===== src/pkg/fsb_defs.svh =====
`ifndef FSB_DEFS_SVH
`define FSB_DEFS_SVH

// ----------------------------------------
// Register byte offsets
// ----------------------------------------
`define FSB_OFF_CTRL      12'h000
`define FSB_OFF_ZSPEED    12'h004
`define FSB_OFF_DECEL     12'h008
`define FSB_OFF_BRKDLY    12'h00c
`define FSB_OFF_RATED     12'h010
`define FSB_OFF_STATUS    12'h014
`define FSB_OFF_SPEEDCMD  12'h018

// ----------------------------------------
// Control field positions
// ----------------------------------------
`define FSB_CTRL_SEL_LSB  0
`define FSB_CTRL_SEL_MSB  3
`define FSB_CTRL_BSEQ_BIT 4
`define FSB_CTRL_MULTI_BIT 5

// ----------------------------------------
// Selection codes and reset values
// ----------------------------------------
`define FSB_SEL_DISABLED  4'h0
`define FSB_SEL_ENABLED   4'h2
`define FSB_RST_SEL       4'h2
`define FSB_RST_ZSPEED    16'h0032
`define FSB_RST_DECEL_MS  16'h0064
`define FSB_RST_BRKDLY_MS 16'h0000
`define FSB_RST_RATED     16'h0bb8

// ----------------------------------------
// Timing
// ----------------------------------------
`define FSB_CLK_HZ        20000000
`define FSB_MS_NS         1000000
`define FSB_CLK_NS        50
`define FSB_CYC_PER_MS    (`FSB_MS_NS / `FSB_CLK_NS)

`endif


===== src/pkg/fsb_pkg.sv =====
package fsb_pkg;

  typedef enum logic [5:0] {
    FSB_RUN    = 6'h01,
    FSB_DECEL  = 6'h02,
    FSB_ZWAIT  = 6'h04,
    FSB_BDELAY = 6'h08,
    FSB_DBRAKE = 6'h10,
    FSB_OFF    = 6'h20
  } fsb_state_t;

  typedef struct packed {
    logic [31:0] addr;
    logic        valid;
  } fsb_addr_t;

  typedef struct packed {
    logic [31:0] data;
    logic [3:0]  strb;
    logic        valid;
  } fsb_wdata_t;

  typedef struct packed {
    logic        servo_on;
    logic        ready_on;
    logic        fstop1_n;
    logic        fstop2_n;
    logic        net_lost;
    logic        sto_n;
    logic        alarm_decel;
    logic        alarm_direct;
    logic        torque_mode;
  } fsb_cmd_t;

endpackage


===== src/rtl/fsb_ramp.sv =====
`timescale 1ns/1ps
`include "fsb_defs.svh"

// Linear speed ramp: drops by rated speed per decel time
module fsb_ramp #(
  parameter int W = 16
) (
  input  wire logic         clock_i,
  input  wire logic         rst_i,
  input  wire logic         load_i,
  input  wire logic         run_i,
  input  wire logic [W-1:0] start_i,
  input  wire logic [W-1:0] rated_i,
  input  wire logic [W-1:0] decel_ms_i,
  output logic      [W-1:0] speed_o,
  output logic              done_o
);

  // ----------------------------------------
  // Fractional accumulator
  // ----------------------------------------
  logic [W-1:0] speed_q;
  logic [39:0]  acc_q;
  logic [39:0]  period;
  logic         step;

  assign period = 40'(decel_ms_i) * 40'(`FSB_CYC_PER_MS);
  assign step   = (acc_q + 40'(rated_i)) >= period;

  always_ff @(posedge clock_i or posedge rst_i) begin
    if (rst_i) begin
      acc_q <= 40'h0;
    end else if (load_i || !run_i) begin
      acc_q <= 40'h0;
    end else if (step) begin
      acc_q <= acc_q + 40'(rated_i) - period;
    end else begin
      acc_q <= acc_q + 40'(rated_i);
    end
  end

  always_ff @(posedge clock_i or posedge rst_i) begin
    if (rst_i) begin
      speed_q <= '0;
    end else if (load_i) begin
      speed_q <= start_i;
    end else if (run_i && (period == 40'h0)) begin
      speed_q <= '0;
    end else if (run_i && step && speed_q != '0) begin
      speed_q <= speed_q - W'(1);
    end
  end

  assign speed_o = speed_q;
  assign done_o  = (speed_q == '0);

endmodule


===== src/rtl/fsb_top.sv =====
`timescale 1ns/1ps
`include "fsb_defs.svh"

// Operation
// - Stop input two drop starts decel ramp
// - Ramp done, below zero speed: brake
// - Warning flag shown while decelerating
// - Select 0 disabled, 2 enabled, default 2
// - Zero speed level configurable, default 50
// - Decel time constant configurable, default 100ms
// - No forced decel in torque modes
// - Non-decel alarms use own stop
// - Network loss triggers forced decel too
// - Disabled: any alarm uses dynamic brake
// - Brake alarm during ramp aborts ramp
// - Safe torque off drop: immediate brake
// - Release brake interlock at stops
// - Delay power-off after brake interlock drop
// - No delay for non-decel alarms
// - Disabled function: no delay on stops
// - Ready-off skips delay unless select 1
module fsb_top #(
  parameter int W = 16
) (
  input  wire logic         clock_i,
  input  wire logic         rst_i,
  input  wire logic [31:0]  s_axi_awaddr,
  input  wire logic         s_axi_awvalid,
  output logic              s_axi_awready,
  input  wire logic [31:0]  s_axi_wdata,
  input  wire logic [3:0]   s_axi_wstrb,
  input  wire logic         s_axi_wvalid,
  output logic              s_axi_wready,
  output logic [1:0]        s_axi_bresp,
  output logic              s_axi_bvalid,
  input  wire logic         s_axi_bready,
  input  wire logic [31:0]  s_axi_araddr,
  input  wire logic         s_axi_arvalid,
  output logic              s_axi_arready,
  output logic [31:0]       s_axi_rdata,
  output logic [1:0]        s_axi_rresp,
  output logic              s_axi_rvalid,
  input  wire logic         s_axi_rready,
  input  wire fsb_pkg::fsb_cmd_t cmd_i,
  input  wire logic [W-1:0] speed_cmd_i,
  input  wire logic [W-1:0] speed_meas_i,
  output logic [W-1:0]      speed_cmd_o,
  output logic              power_stage_on_o,
  output logic              dyn_brake_o,
  output logic              brake_interlock_output_o,
  output logic              forced_stop_warning_o,
  output logic              zero_speed_detect_o
);

  // ----------------------------------------
  // Register file
  // ----------------------------------------
  logic [3:0]   sel_q;
  logic         bseq_q;
  logic         multi_q;
  logic [W-1:0] zspeed_q;
  logic [W-1:0] decel_q;
  logic [W-1:0] brkdly_q;
  logic [W-1:0] rated_q;
  logic         aw_hold_q;
  logic         w_hold_q;
  logic [11:0]  awaddr_q;
  logic [31:0]  wdata_q;
  logic [3:0]   wstrb_q;
  logic         wr_go;
  logic         wr_ok;
  logic         rd_ok;
  logic [31:0]  rd_word;

  function automatic logic [31:0] merge(input logic [31:0] old_v, input logic [31:0] new_v,
                                        input logic [3:0] be);
    logic [31:0] r;
    r = old_v;
    for (int i = 0; i < 4; i++) begin
      if (be[i]) r[i*8 +: 8] = new_v[i*8 +: 8];
    end
    return r;
  endfunction

  function automatic logic mapped(input logic [11:0] a);
    return (a == `FSB_OFF_CTRL) || (a == `FSB_OFF_ZSPEED) || (a == `FSB_OFF_DECEL) ||
           (a == `FSB_OFF_BRKDLY) || (a == `FSB_OFF_RATED) || (a == `FSB_OFF_STATUS) ||
           (a == `FSB_OFF_SPEEDCMD);
  endfunction

  assign wr_go = aw_hold_q && w_hold_q && !s_axi_bvalid;
  assign wr_ok = mapped(awaddr_q) && (awaddr_q != `FSB_OFF_STATUS) &&
                 (awaddr_q != `FSB_OFF_SPEEDCMD);

  always_ff @(posedge clock_i or posedge rst_i) begin
    if (rst_i) begin
      aw_hold_q     <= 1'b0;
      awaddr_q      <= 12'h000;
      s_axi_awready <= 1'b0;
    end else begin
      s_axi_awready <= !aw_hold_q && !s_axi_awready;
      if (s_axi_awvalid && s_axi_awready) begin
        aw_hold_q     <= 1'b1;
        awaddr_q      <= s_axi_awaddr[11:0];
        s_axi_awready <= 1'b0;
      end else if (wr_go) begin
        aw_hold_q <= 1'b0;
      end
    end
  end

  always_ff @(posedge clock_i or posedge rst_i) begin
    if (rst_i) begin
      w_hold_q     <= 1'b0;
      wdata_q      <= 32'h0000_0000;
      wstrb_q      <= 4'h0;
      s_axi_wready <= 1'b0;
    end else begin
      s_axi_wready <= !w_hold_q && !s_axi_wready;
      if (s_axi_wvalid && s_axi_wready) begin
        w_hold_q     <= 1'b1;
        wdata_q      <= s_axi_wdata;
        wstrb_q      <= s_axi_wstrb;
        s_axi_wready <= 1'b0;
      end else if (wr_go) begin
        w_hold_q <= 1'b0;
      end
    end
  end

  always_ff @(posedge clock_i or posedge rst_i) begin
    if (rst_i) begin
      s_axi_bvalid <= 1'b0;
      s_axi_bresp  <= 2'h0;
    end else if (wr_go) begin
      s_axi_bvalid <= 1'b1;
      s_axi_bresp  <= wr_ok ? 2'h0 : 2'h2;
    end else if (s_axi_bready) begin
      s_axi_bvalid <= 1'b0;
    end
  end

  logic [31:0] ctrl_word;
  logic [31:0] ctrl_new;
  assign ctrl_word = {26'h0, multi_q, bseq_q, sel_q};
  assign ctrl_new  = merge(ctrl_word, wdata_q, wstrb_q);

  always_ff @(posedge clock_i or posedge rst_i) begin
    if (rst_i) begin
      sel_q    <= `FSB_RST_SEL;
      bseq_q   <= 1'b0;
      multi_q  <= 1'b0;
      zspeed_q <= W'(`FSB_RST_ZSPEED);
      decel_q  <= W'(`FSB_RST_DECEL_MS);
      brkdly_q <= W'(`FSB_RST_BRKDLY_MS);
      rated_q  <= W'(`FSB_RST_RATED);
    end else if (wr_go && wr_ok) begin
      if (awaddr_q == `FSB_OFF_CTRL) begin
        // Only the two documented selection codes are taken
        if (ctrl_new[`FSB_CTRL_SEL_MSB:`FSB_CTRL_SEL_LSB] == `FSB_SEL_DISABLED ||
            ctrl_new[`FSB_CTRL_SEL_MSB:`FSB_CTRL_SEL_LSB] == `FSB_SEL_ENABLED) begin
          sel_q <= ctrl_new[`FSB_CTRL_SEL_MSB:`FSB_CTRL_SEL_LSB];
        end
        bseq_q  <= ctrl_new[`FSB_CTRL_BSEQ_BIT];
        multi_q <= ctrl_new[`FSB_CTRL_MULTI_BIT];
      end else if (awaddr_q == `FSB_OFF_ZSPEED) begin
        zspeed_q <= W'(merge(32'(zspeed_q), wdata_q, wstrb_q));
      end else if (awaddr_q == `FSB_OFF_DECEL) begin
        decel_q <= W'(merge(32'(decel_q), wdata_q, wstrb_q));
      end else if (awaddr_q == `FSB_OFF_BRKDLY) begin
        brkdly_q <= W'(merge(32'(brkdly_q), wdata_q, wstrb_q));
      end else begin
        rated_q <= W'(merge(32'(rated_q), wdata_q, wstrb_q));
      end
    end
  end

  // ----------------------------------------
  // Read channel
  // ----------------------------------------
  fsb_pkg::fsb_state_t state_q;
  logic [W-1:0]        speed_q;

  always_comb begin
    rd_ok   = 1'b1;
    rd_word = 32'h0000_0000;
    if (s_axi_araddr[11:0] == `FSB_OFF_CTRL) begin
      rd_word = ctrl_word;
    end else if (s_axi_araddr[11:0] == `FSB_OFF_ZSPEED) begin
      rd_word = 32'(zspeed_q);
    end else if (s_axi_araddr[11:0] == `FSB_OFF_DECEL) begin
      rd_word = 32'(decel_q);
    end else if (s_axi_araddr[11:0] == `FSB_OFF_BRKDLY) begin
      rd_word = 32'(brkdly_q);
    end else if (s_axi_araddr[11:0] == `FSB_OFF_RATED) begin
      rd_word = 32'(rated_q);
    end else if (s_axi_araddr[11:0] == `FSB_OFF_STATUS) begin
      rd_word = {20'h0, zero_speed_detect_o, forced_stop_warning_o, brake_interlock_output_o,
                 dyn_brake_o, power_stage_on_o, 1'b0, state_q};
    end else if (s_axi_araddr[11:0] == `FSB_OFF_SPEEDCMD) begin
      rd_word = 32'(speed_cmd_o);
    end else begin
      rd_ok = 1'b0;
    end
  end

  always_ff @(posedge clock_i or posedge rst_i) begin
    if (rst_i) begin
      s_axi_arready <= 1'b0;
      s_axi_rvalid  <= 1'b0;
      s_axi_rdata   <= 32'h0000_0000;
      s_axi_rresp   <= 2'h0;
    end else begin
      s_axi_arready <= !s_axi_rvalid && !s_axi_arready;
      if (s_axi_arvalid && s_axi_arready) begin
        s_axi_arready <= 1'b0;
        s_axi_rvalid  <= 1'b1;
        s_axi_rdata   <= rd_word;
        s_axi_rresp   <= rd_ok ? 2'h0 : 2'h2;
      end else if (s_axi_rvalid && s_axi_rready) begin
        s_axi_rvalid <= 1'b0;
      end
    end
  end

  // ----------------------------------------
  // Stop causes
  // ----------------------------------------
  logic enabled;
  logic stop_in;
  logic decel_cause;
  logic direct_cause;
  logic soft_off;
  logic zero_spd;
  logic ramp_done;
  logic ramp_load;
  logic ramp_run;
  logic [W-1:0] ramp_speed;
  logic [31:0]  dly_q;
  logic [31:0]  dly_cyc;

  assign enabled  = (sel_q == `FSB_SEL_ENABLED);
  // Disabled selects the first stop input, enabled the second
  assign stop_in  = enabled ? !cmd_i.fstop2_n : !cmd_i.fstop1_n;
  assign zero_spd = (speed_meas_i < zspeed_q);
  assign decel_cause = enabled && !cmd_i.torque_mode &&
                       (stop_in || cmd_i.net_lost || cmd_i.alarm_decel);
  // Torque mode and disabled function fall to the dynamic brake at once
  assign direct_cause = !cmd_i.sto_n || cmd_i.alarm_direct ||
                        ((stop_in || cmd_i.net_lost || cmd_i.alarm_decel) &&
                         (!enabled || cmd_i.torque_mode));
  assign soft_off = !cmd_i.servo_on || (!cmd_i.ready_on && bseq_q);
  assign dly_cyc  = 32'(brkdly_q) * 32'(`FSB_CYC_PER_MS);

  assign ramp_load = (state_q == fsb_pkg::FSB_RUN) && decel_cause && !direct_cause;
  assign ramp_run  = (state_q == fsb_pkg::FSB_DECEL);

  fsb_ramp #(
    .W (W)
  ) u_ramp (
    .clock_i    (clock_i),
    .rst_i      (rst_i),
    .load_i     (ramp_load),
    .run_i      (ramp_run),
    .start_i    (speed_cmd_i),
    .rated_i    (rated_q),
    .decel_ms_i (decel_q),
    .speed_o    (ramp_speed),
    .done_o     (ramp_done)
  );

  // ----------------------------------------
  // Stop sequencer
  // ----------------------------------------
  always_ff @(posedge clock_i or posedge rst_i) begin
    if (rst_i) begin
      state_q <= fsb_pkg::FSB_OFF;
      dly_q   <= 32'h0;
    end else begin
      case (state_q)
        fsb_pkg::FSB_RUN: begin
          dly_q <= 32'h0;
          if (direct_cause || !cmd_i.ready_on && !bseq_q) begin
            state_q <= fsb_pkg::FSB_DBRAKE;
          end else if (decel_cause) begin
            state_q <= fsb_pkg::FSB_DECEL;
          end else if (soft_off) begin
            state_q <= fsb_pkg::FSB_BDELAY;
          end
        end
        fsb_pkg::FSB_DECEL: begin
          if (direct_cause) begin
            state_q <= fsb_pkg::FSB_DBRAKE;
          end else if (ramp_done) begin
            state_q <= fsb_pkg::FSB_ZWAIT;
          end
        end
        fsb_pkg::FSB_ZWAIT: begin
          if (direct_cause) begin
            state_q <= fsb_pkg::FSB_DBRAKE;
          end else if (zero_spd) begin
            state_q <= fsb_pkg::FSB_BDELAY;
          end
        end
        fsb_pkg::FSB_BDELAY: begin
          dly_q <= dly_q + 32'h1;
          if (direct_cause || dly_q >= dly_cyc) begin
            state_q <= fsb_pkg::FSB_DBRAKE;
          end
        end
        fsb_pkg::FSB_DBRAKE: begin
          if (speed_meas_i < zspeed_q || !cmd_i.servo_on) begin
            state_q <= fsb_pkg::FSB_OFF;
          end
        end
        default: begin
          // Restart only when every stop cause has gone
          if (cmd_i.servo_on && cmd_i.ready_on && !stop_in && !cmd_i.net_lost &&
              cmd_i.sto_n && !cmd_i.alarm_decel && !cmd_i.alarm_direct) begin
            state_q <= fsb_pkg::FSB_RUN;
          end
        end
      endcase
    end
  end

  // ----------------------------------------
  // Registered outputs
  // ----------------------------------------
  always_ff @(posedge clock_i or posedge rst_i) begin
    if (rst_i) begin
      speed_q                  <= '0;
      power_stage_on_o         <= 1'b0;
      dyn_brake_o              <= 1'b1;
      brake_interlock_output_o <= 1'b0;
      forced_stop_warning_o    <= 1'b0;
      zero_speed_detect_o      <= 1'b0;
    end else begin
      zero_speed_detect_o <= zero_spd;
      forced_stop_warning_o <= (state_q == fsb_pkg::FSB_DECEL) ||
                               (state_q == fsb_pkg::FSB_ZWAIT);
      speed_q <= (state_q == fsb_pkg::FSB_RUN) ? speed_cmd_i :
                 ramp_run ? ramp_speed : '0;
      power_stage_on_o <= (state_q == fsb_pkg::FSB_RUN) || (state_q == fsb_pkg::FSB_DECEL) ||
                          (state_q == fsb_pkg::FSB_ZWAIT) ||
                          (state_q == fsb_pkg::FSB_BDELAY);
      dyn_brake_o <= (state_q == fsb_pkg::FSB_DBRAKE) || (state_q == fsb_pkg::FSB_OFF);
      brake_interlock_output_o <= (state_q == fsb_pkg::FSB_RUN) ||
                                  (state_q == fsb_pkg::FSB_DECEL) ||
                                  (state_q == fsb_pkg::FSB_ZWAIT);
    end
  end

  assign speed_cmd_o = speed_q;

endmodule


===== config.mk =====
export PLATFORM = sky130hd
export DESIGN_NAME = fsb_top
export DESIGN_NICKNAME = d
export VERILOG_FILES = /design/src/pkg/fsb_pkg.sv /design/src/rtl/fsb_ramp.sv /design/src/rtl/fsb_top.sv
export VERILOG_INCLUDE_DIRS = /design/src /design/src/pkg
export SDC_FILE = /design/constraint.sdc
export NUM_CORES = 1
export LEC_CHECK = 0
export ABC_AREA = 1
export BUFFER_PORTS_ARGS = -buffer_cell sky130_fd_sc_hd__buf_2
export CORE_ASPECT_RATIO = 0.75
export CORE_MARGIN = 3
export CORE_UTILIZATION = 38
export CTS_BUF_LIST = sky130_fd_sc_hd__clkbuf_4
export CTS_CLUSTER_DIAMETER = 200
export CTS_CLUSTER_SIZE = 20
export DETAILED_ROUTE_END_ITERATION = 10
export SLEW_MARGIN = 20
export SYNTH_ARGS = -nofsm -noshare
export SYNTH_HDL_FRONTEND = slang
export SYNTH_SLANG_ARGS = --single-unit

===== constraint.sdc =====
create_clock -name clock_i -period 6 [get_ports clock_i]
set_input_delay 0 -clock clock_i [delete_from_list [all_inputs] [get_ports clock_i]]
set_output_delay 0 -clock clock_i [all_outputs]
set_load 0.005 [all_outputs]

==> flow_summary.json, run 1 <==
{
  "outcome": "finished, violations left",
  "violations": "negative hold slack, negative setup slack",
  "synth_area_mm2": 0.0208,
  "max_freq_ghz": 0.166,
  "power.density_mw_per_mm2": 153,
  "crit_path_frequent_cell": "nand2_1",
  "fin_area_mm2": 0.0255,
  "synth.area.top_cells": "dfrtp_1 27%, ha_1 14%, nand2_1 10%, inv_1 8.8%, fa_1 6.9%",
  "clk_pin_slew_ns": 0.25,
  "r2r_end": "u_ramp.acc_q[35]",
  "cp-end-kind": "flop",
  "overflow": 0,
  "globalplace.congestion": 0.933,
  "cp_max_fo": 4,
  "drive_gt1_share_pct": 18.6,
  "hp-class": "in2reg",
  "setup_viol": 2,
  "cts-buffers-inserted": 15,
  "cts_tree": "built",
  "yosysUniqueCellTypes": 61,
  "crit_start": "decel_q[5]",
  "die_height_um": 208,
  "placed_area_mm2": 0.0232,
  "final_nets": 3589,
  "vias_per_cell": 5.21,
  "synthCells": 2790,
  "critical_path.slowest_cell": "dfstp_2",
  "dieArea_mm2": 0.0575,
  "yosys_warnings": 0,
  "r2r_slack_ns": -0.04,
  "layout_common_cells": "523 x nand2_1, 469 x inv_1, 236 x nor2_1",
  "vias": 20100,
  "grt_pass1_wl_mm": 107,
  "slew-limit-headroom_pct": 34.5,
  "layout_top_registers": "u_ramp.acc_q x40, dly_q x32",
  "hold_violations": 1,
  "grt_max_degree": 150,
  "synthFlopType": "dfrtp_1",
  "synth_top_area_share_pct": 27.0,
  "synth-edff-count": 0,
  "hold_depth": 3,
  "first_iter_violations": 1908,
  "regMostFlops": "u_ramp.acc_q",
  "largest_reg_flops": 40,
  "hold_start": "s_axi_wvalid",
  "clock-sinks": 240,
  "first_global_vias": 19400,
  "syn_avg_cell_area_um2": 7.44,
  "min_to": "w_hold_q",
  "drc": 0,
  "critical_path.max_stage_delay_ns": 0.61,
  "ys_ff_latch": 240,
  "crit_required_ns": 6.60,
  "arrival_ns": 6.65,
  "htree_levels": 1,
  "area_growth_pct": 22.8,
  "fin_ws_ns": -0.0418,
  "ant_nets": 0,
  "yosysTopAreaCell": "dfrtp_1",
  "wire_per_inst_um": 17.7,
  "worstRegToRegCells": 30,
  "seq_area_frac_synth_pct": 29.0,
  "skew_ns": 0.0643,
  "finalCritPeriodShare_pct": 101,
  "antenna_found_initial": 3,
  "ctsLongestPathBuffers": 3,
  "wl_mm": 68.3,
  "holdWs_ns": -0.00447,
  "num_io_pins": 210,
  "dp.cells": 3733,
  "grt_use_total_pct": 23.4,
  "port_buffers": 133,
  "r2r-start": "decel_q[5]",
  "irDropWorstVdd_uv": 164,
  "insertion_delay_ns": 0.73,
  "core_mm2": 0.0535,
  "dr.pass1.iters": 6,
  "grt_setup_unrepaired": "yes",
  "clockRootBuffer": "clkbuf_4",
  "die_x_um": 276,
  "final_common_cell": "nand2_1",
  "final_core_util_pct": 47.7,
  "critPathKind": "reg2reg",
  "finalNonFillerCells": 3862,
  "slew_violations": 0,
  "p_leak_nw": 13.5,
  "tightest_slew_ns": 0.982,
  "async_flop_share_pct": 100,
  "power.total_mw": 3.90,
  "maxCapViolations": 0,
  "start_kind": "flop",
  "initial_utilization_pct": 38.8,
  "period_minus_slack_ns": 6.04,
  "place_hpwl_mm": 53.3,
  "floorplan.rows": 73
}
-- synth_stat cells (33+ instances only) --
cell type and count:
nor3_1 55, dfrtp_1 224, xnor2_1 33, nor2_1 249, inv_1 489, nand3_1 148
clkbuf_1 38, ha_1 228, nand4_1 47, a21oi_1 165, o21ai_0 173, xor2_1 59
fa_1 72, nand2_1 570
-- report_power, final --
group          internal (mW)  switching (mW)  total, mW  leakage (nW)
registers               1.81           0.195       2.01          3.16
logic                  0.388           0.779       1.17          10.3
clock network          0.187           0.541      0.727         0.115
total                   2.39            1.52       3.90          13.5
-- metrics by stage --
stage                     setup WS, ns  setup TNS [ns]
after floorplan                  0.167               0
after global placement          -0.189           -3.51
after CTS                       0.0118               0
final                          -0.0418         -0.0636
after global routing            -0.311          -15.13
after detailed placement        -0.317          -11.75
-- routing by layer --
layer	GRT usage (%)	vias to the layer above	share of wire [%]
met5	0	-	0.013
met4	4.51	2	2.0
met3	7.15	75	11
met2	32.0	776	39
met1	36.1	9540	48
li1	-	9726	-
-- critical path, delay by kind of cell, from the launching register on --
kind | cells | cell delay (ns)
compound gates | 4 | 0.68
xor+xnor | 1 | 0.29
fa+ha+maj | 7 | 2.67
buf+inv | 7 | 0.61
flops | 1 | 0.61
simple gates | 11 | 1.05
-- final cells by class --
type	count	area [µm²]
Inverter	497	1870
Fill cell	5264	28000
Multi-Input combinational cell	2005	13600
Tap cell	712	891
Clock buffer	25	188
Timing Repair Buffer	382	2910
Antenna cell	1	2.50
Sequential cell	240	6030
-- worst max path at each step --
stage	end	slack [ns]	cells past startpoint
final	u_ramp.acc_q[35]	-0.04	30
after global routing	u_ramp.acc_q[34]	-0.31	30
after CTS	u_ramp.acc_q[35]	0.01	32
after detailed placement	u_ramp.acc_q[35]	-0.32	32
after global placement	u_ramp.acc_q[35]	-0.19	32
after floorplan	u_ramp.acc_q[37]	0.17	33
-- cells by family (layout without fill, tap and decap cells) --
group           after synthesis  count (layout)  share of synthesized area (%)
simple gates               1123            1123                           23.1
buf+inv                     562             904                           10.6
compound gates              466             466                           12.4
fa+ha+maj                   300             300                           20.7
flops                       240             240                           29.0
xor+xnor                     93              93                           3.96
mux                           5               5                          0.265
other cells                   1              19                         0.0181
-- timing repair --
item	in CTS	in global routing
hold buffers	73	0
pin swaps	19	92
resized for setup	71	181
hold endpoints to repair	124	0
cloned	1	5
buffers inserted	7	17
endpoints found under the setup margin	57	57
Power figures use the tool's default switching activity.
==> run 2, diff against run 1 <==
CORE_UTILIZATION = 56   (was 38)
PLACE_DENSITY = 0.79   (was not set)
==> run 2 against run 1 <==
Against the previous run: the run still ends with negative hold slack, negative setup slack left; flip-flop and latch count stayed put; routed wire length is 0.79% higher; critical endpoint is now u_ramp.acc_q[16]; design area is 1.2% higher; sequential share of layout area is 0.29 points lower; combinational power is 5% higher; fmax is 1.2% lower; die area is 31% lower.
==> flow_summary.json, run 2 (same netlist as run 1, synthesis figures left out) <==
{
  "die_x_um": 228,
  "drc": 0,
  "finalCritPeriodShare_pct": 102,
  "critical_path.slowest_cell": "dfstp_2",
  "cts_tree": "built",
  "slew-limit-headroom_pct": 33.0,
  "switching_share_pct": 38.6,
  "pwr-share-clk_pct": 18.5,
  "final_common_cell": "nand2_1",
  "crit_family": "adder cells",
  "setup_viol": 42,
  "crit_cells": 32,
  "p_int_mw": 2.43,
  "die_height_um": 173,
  "p_leak_nw": 13.7,
  "power.density_mw_per_mm2": 153,
  "holdWs_ns": -0.0255,
  "skew_ns": 0.0993,
  "cts-buffers-inserted": 15,
  "drive_gt1_share_pct": 20.3,
  "overflow": 0,
  "max_freq_ghz": 0.164,
  "final_nets": 3586,
  "violations": "negative hold slack, negative setup slack",
  "layout_common_cells": "508 x nand2_1, 458 x inv_1, 228 x nor2_1",
  "outcome": "finished, violations left",
  "path_buf_inv": 8,
  "num_io_pins": 210,
  "slew_violations": 0,
  "start_kind": "flop",
  "ant_nets": 0,
  "worstRegToRegCells": 32,
  "dieArea_mm2": 0.0395,
  "maxCapViolations": 0,
  "arrival_ns": 6.71,
  "period_minus_slack_ns": 6.11,
  "tightest_slew_ns": 1.00,
  "clk_pin_slew_ns": 0.23,
  "antenna_found_initial": 3,
  "insertion_delay_ns": 0.79,
  "wire_per_inst_um": 18.9,
  "port_buffers": 133,
  "place_hpwl_mm": 49.7,
  "grt_pass1_wl_mm": 105,
  "globalplace.congestion": 0.973,
  "first_iter_violations": 2705,
  "cp_max_fo": 6,
  "grt_setup_unrepaired": "yes",
  "cp-end-kind": "flop",
  "fin_tns_setup_ns": -3.09,
  "hold_violations": 2,
  "grt_use_total_pct": 32.9,
  "ctsLongestPathBuffers": 3,
  "p_switching_mw": 1.53,
  "area_growth_pct": 24.4,
  "critPathKind": "reg2reg",
  "hold_depth": 3,
  "vias": 21200,
  "critical_path.max_stage_delay_ns": 0.60,
  "initial_utilization_pct": 57.4,
  "dr.pass1.iters": 7,
  "layout_top_registers": "u_ramp.acc_q x40, dly_q x32",
  "floorplan.rows": 60,
  "core_mm2": 0.0362,
  "regMostFlops": "u_ramp.acc_q",
  "crit_required_ns": 6.60,
  "fin_ws_ns": -0.113,
  "hp-class": "in2reg",
  "wl_mm": 68.9,
  "irDropWorstVdd_uv": 175,
  "comb_power_share_pct": 31.0,
  "clock-sinks": 240,
  "seqPwrFrac_pct": 50.5,
  "power.total_mw": 3.96,
  "clockRootBuffer": "clkbuf_4",
  "htree_levels": 1,
  "vias_per_cell": 5.80,
  "grt_max_degree": 166,
  "largest_reg_flops": 40,
  "first_global_vias": 19600
}
## run 2: cell count changes in the layout (fill, tap and decap cells not counted), moves of 8 or more
cell / delta
buf_4: -27
dlygate4sd3_1: +15
nand2_1: -15
nand2_4: +15
inv_1: -11
inv_2: +11
ha_1: -10
nand3_1: -9
ha_4: +8
nand3_2: +8
nor2_1: -8
o21ai_1: -8
## run 2: power groups by stage
stage	Sequential (mW)	Combinational [mW]	Clock, mW
after global placement	1.99	1.01	0
final	2.00	1.23	0.731
after detailed placement	2.00	1.04	0
after floorplan	1.94	0.681	0
after CTS	1.97	1.14	0.731
after global routing	2.01	1.34	0.786
## run 2: metal layers
metal | vias to the layer above | share of wire [%] | track usage [%]
li1 | 9722 | - | -
met1 | 10000 | 42 | 48.1
met2 | 1255 | 43 | 48.5
met3 | 176 | 12 | 9.39
met4 | 0 | 3.0 | 7.54
met5 | - | 0 | 0
## run 2: layout make-up
cell class	instances	area, µm²
Sequential cell	240	6030
Antenna cell	3	7.51
Clock buffer	25	188
Clock inverter	1	3.75
Timing Repair Buffer	378	2980
Fill cell	2763	10400
Multi-Input combinational cell	2006	14100
Inverter	497	1880
Tap cell	496	621
## run 2: worst register-to-register path: cells and delay by family (launching register included)
family,cells,cell delay [ns]
flip-flops,1,0.60
AND/OR/NAND/NOR,12,1.06
buffers and inverters,8,0.84
adder cells (fa/ha/maj),7,2.57
XOR/XNOR,1,0.26
AO/OA/AOI/OAI,4,0.61
## run 2: path summary, 6_finish.rpt
check	from	end	slack (ns)
max	decel_q[5]	u_ramp.acc_q[16]	-0.11
min	s_axi_wvalid	w_hold_q	-0.03
max reg2reg	decel_q[5]	u_ramp.acc_q[16]	-0.11
min reg2reg	w_hold_q	s_axi_wready	0.45
max in group asynchronous	rst_i	speed_cmd_o[0]	4.41
min in group asynchronous	rst_i	s_axi_rdata[12]	0.03
## run 2: timing repair
| action | in CTS | in global routing |
|---|---|---|
| pin swaps | 43 | 101 |
| gates cloned | 2 | 6 |
| gates resized for setup | 108 | 265 |
| setup buffers | 17 | 21 |
| hold buffers | 88 | 0 |
| endpoints found under the hold margin | 160 | 0 |
| setup endpoints to repair | 57 | 57 |
## run 2: through the flow
stage,cell area (µm²),hold slack (ns),util (%),worst slack (ns),cells
CTS,24400,0.00198,67.5,0.00906,3618
global route,25800,0.0177,71.4,-0.254,3645
detailed placement,22700,0.209,62.7,-0.263,3485
global placement,22700,0.203,62.7,-0.193,3485
finish,25800,-0.0255,71.4,-0.113,3646
floorplan,20800,0.0964,-,0.167,2807
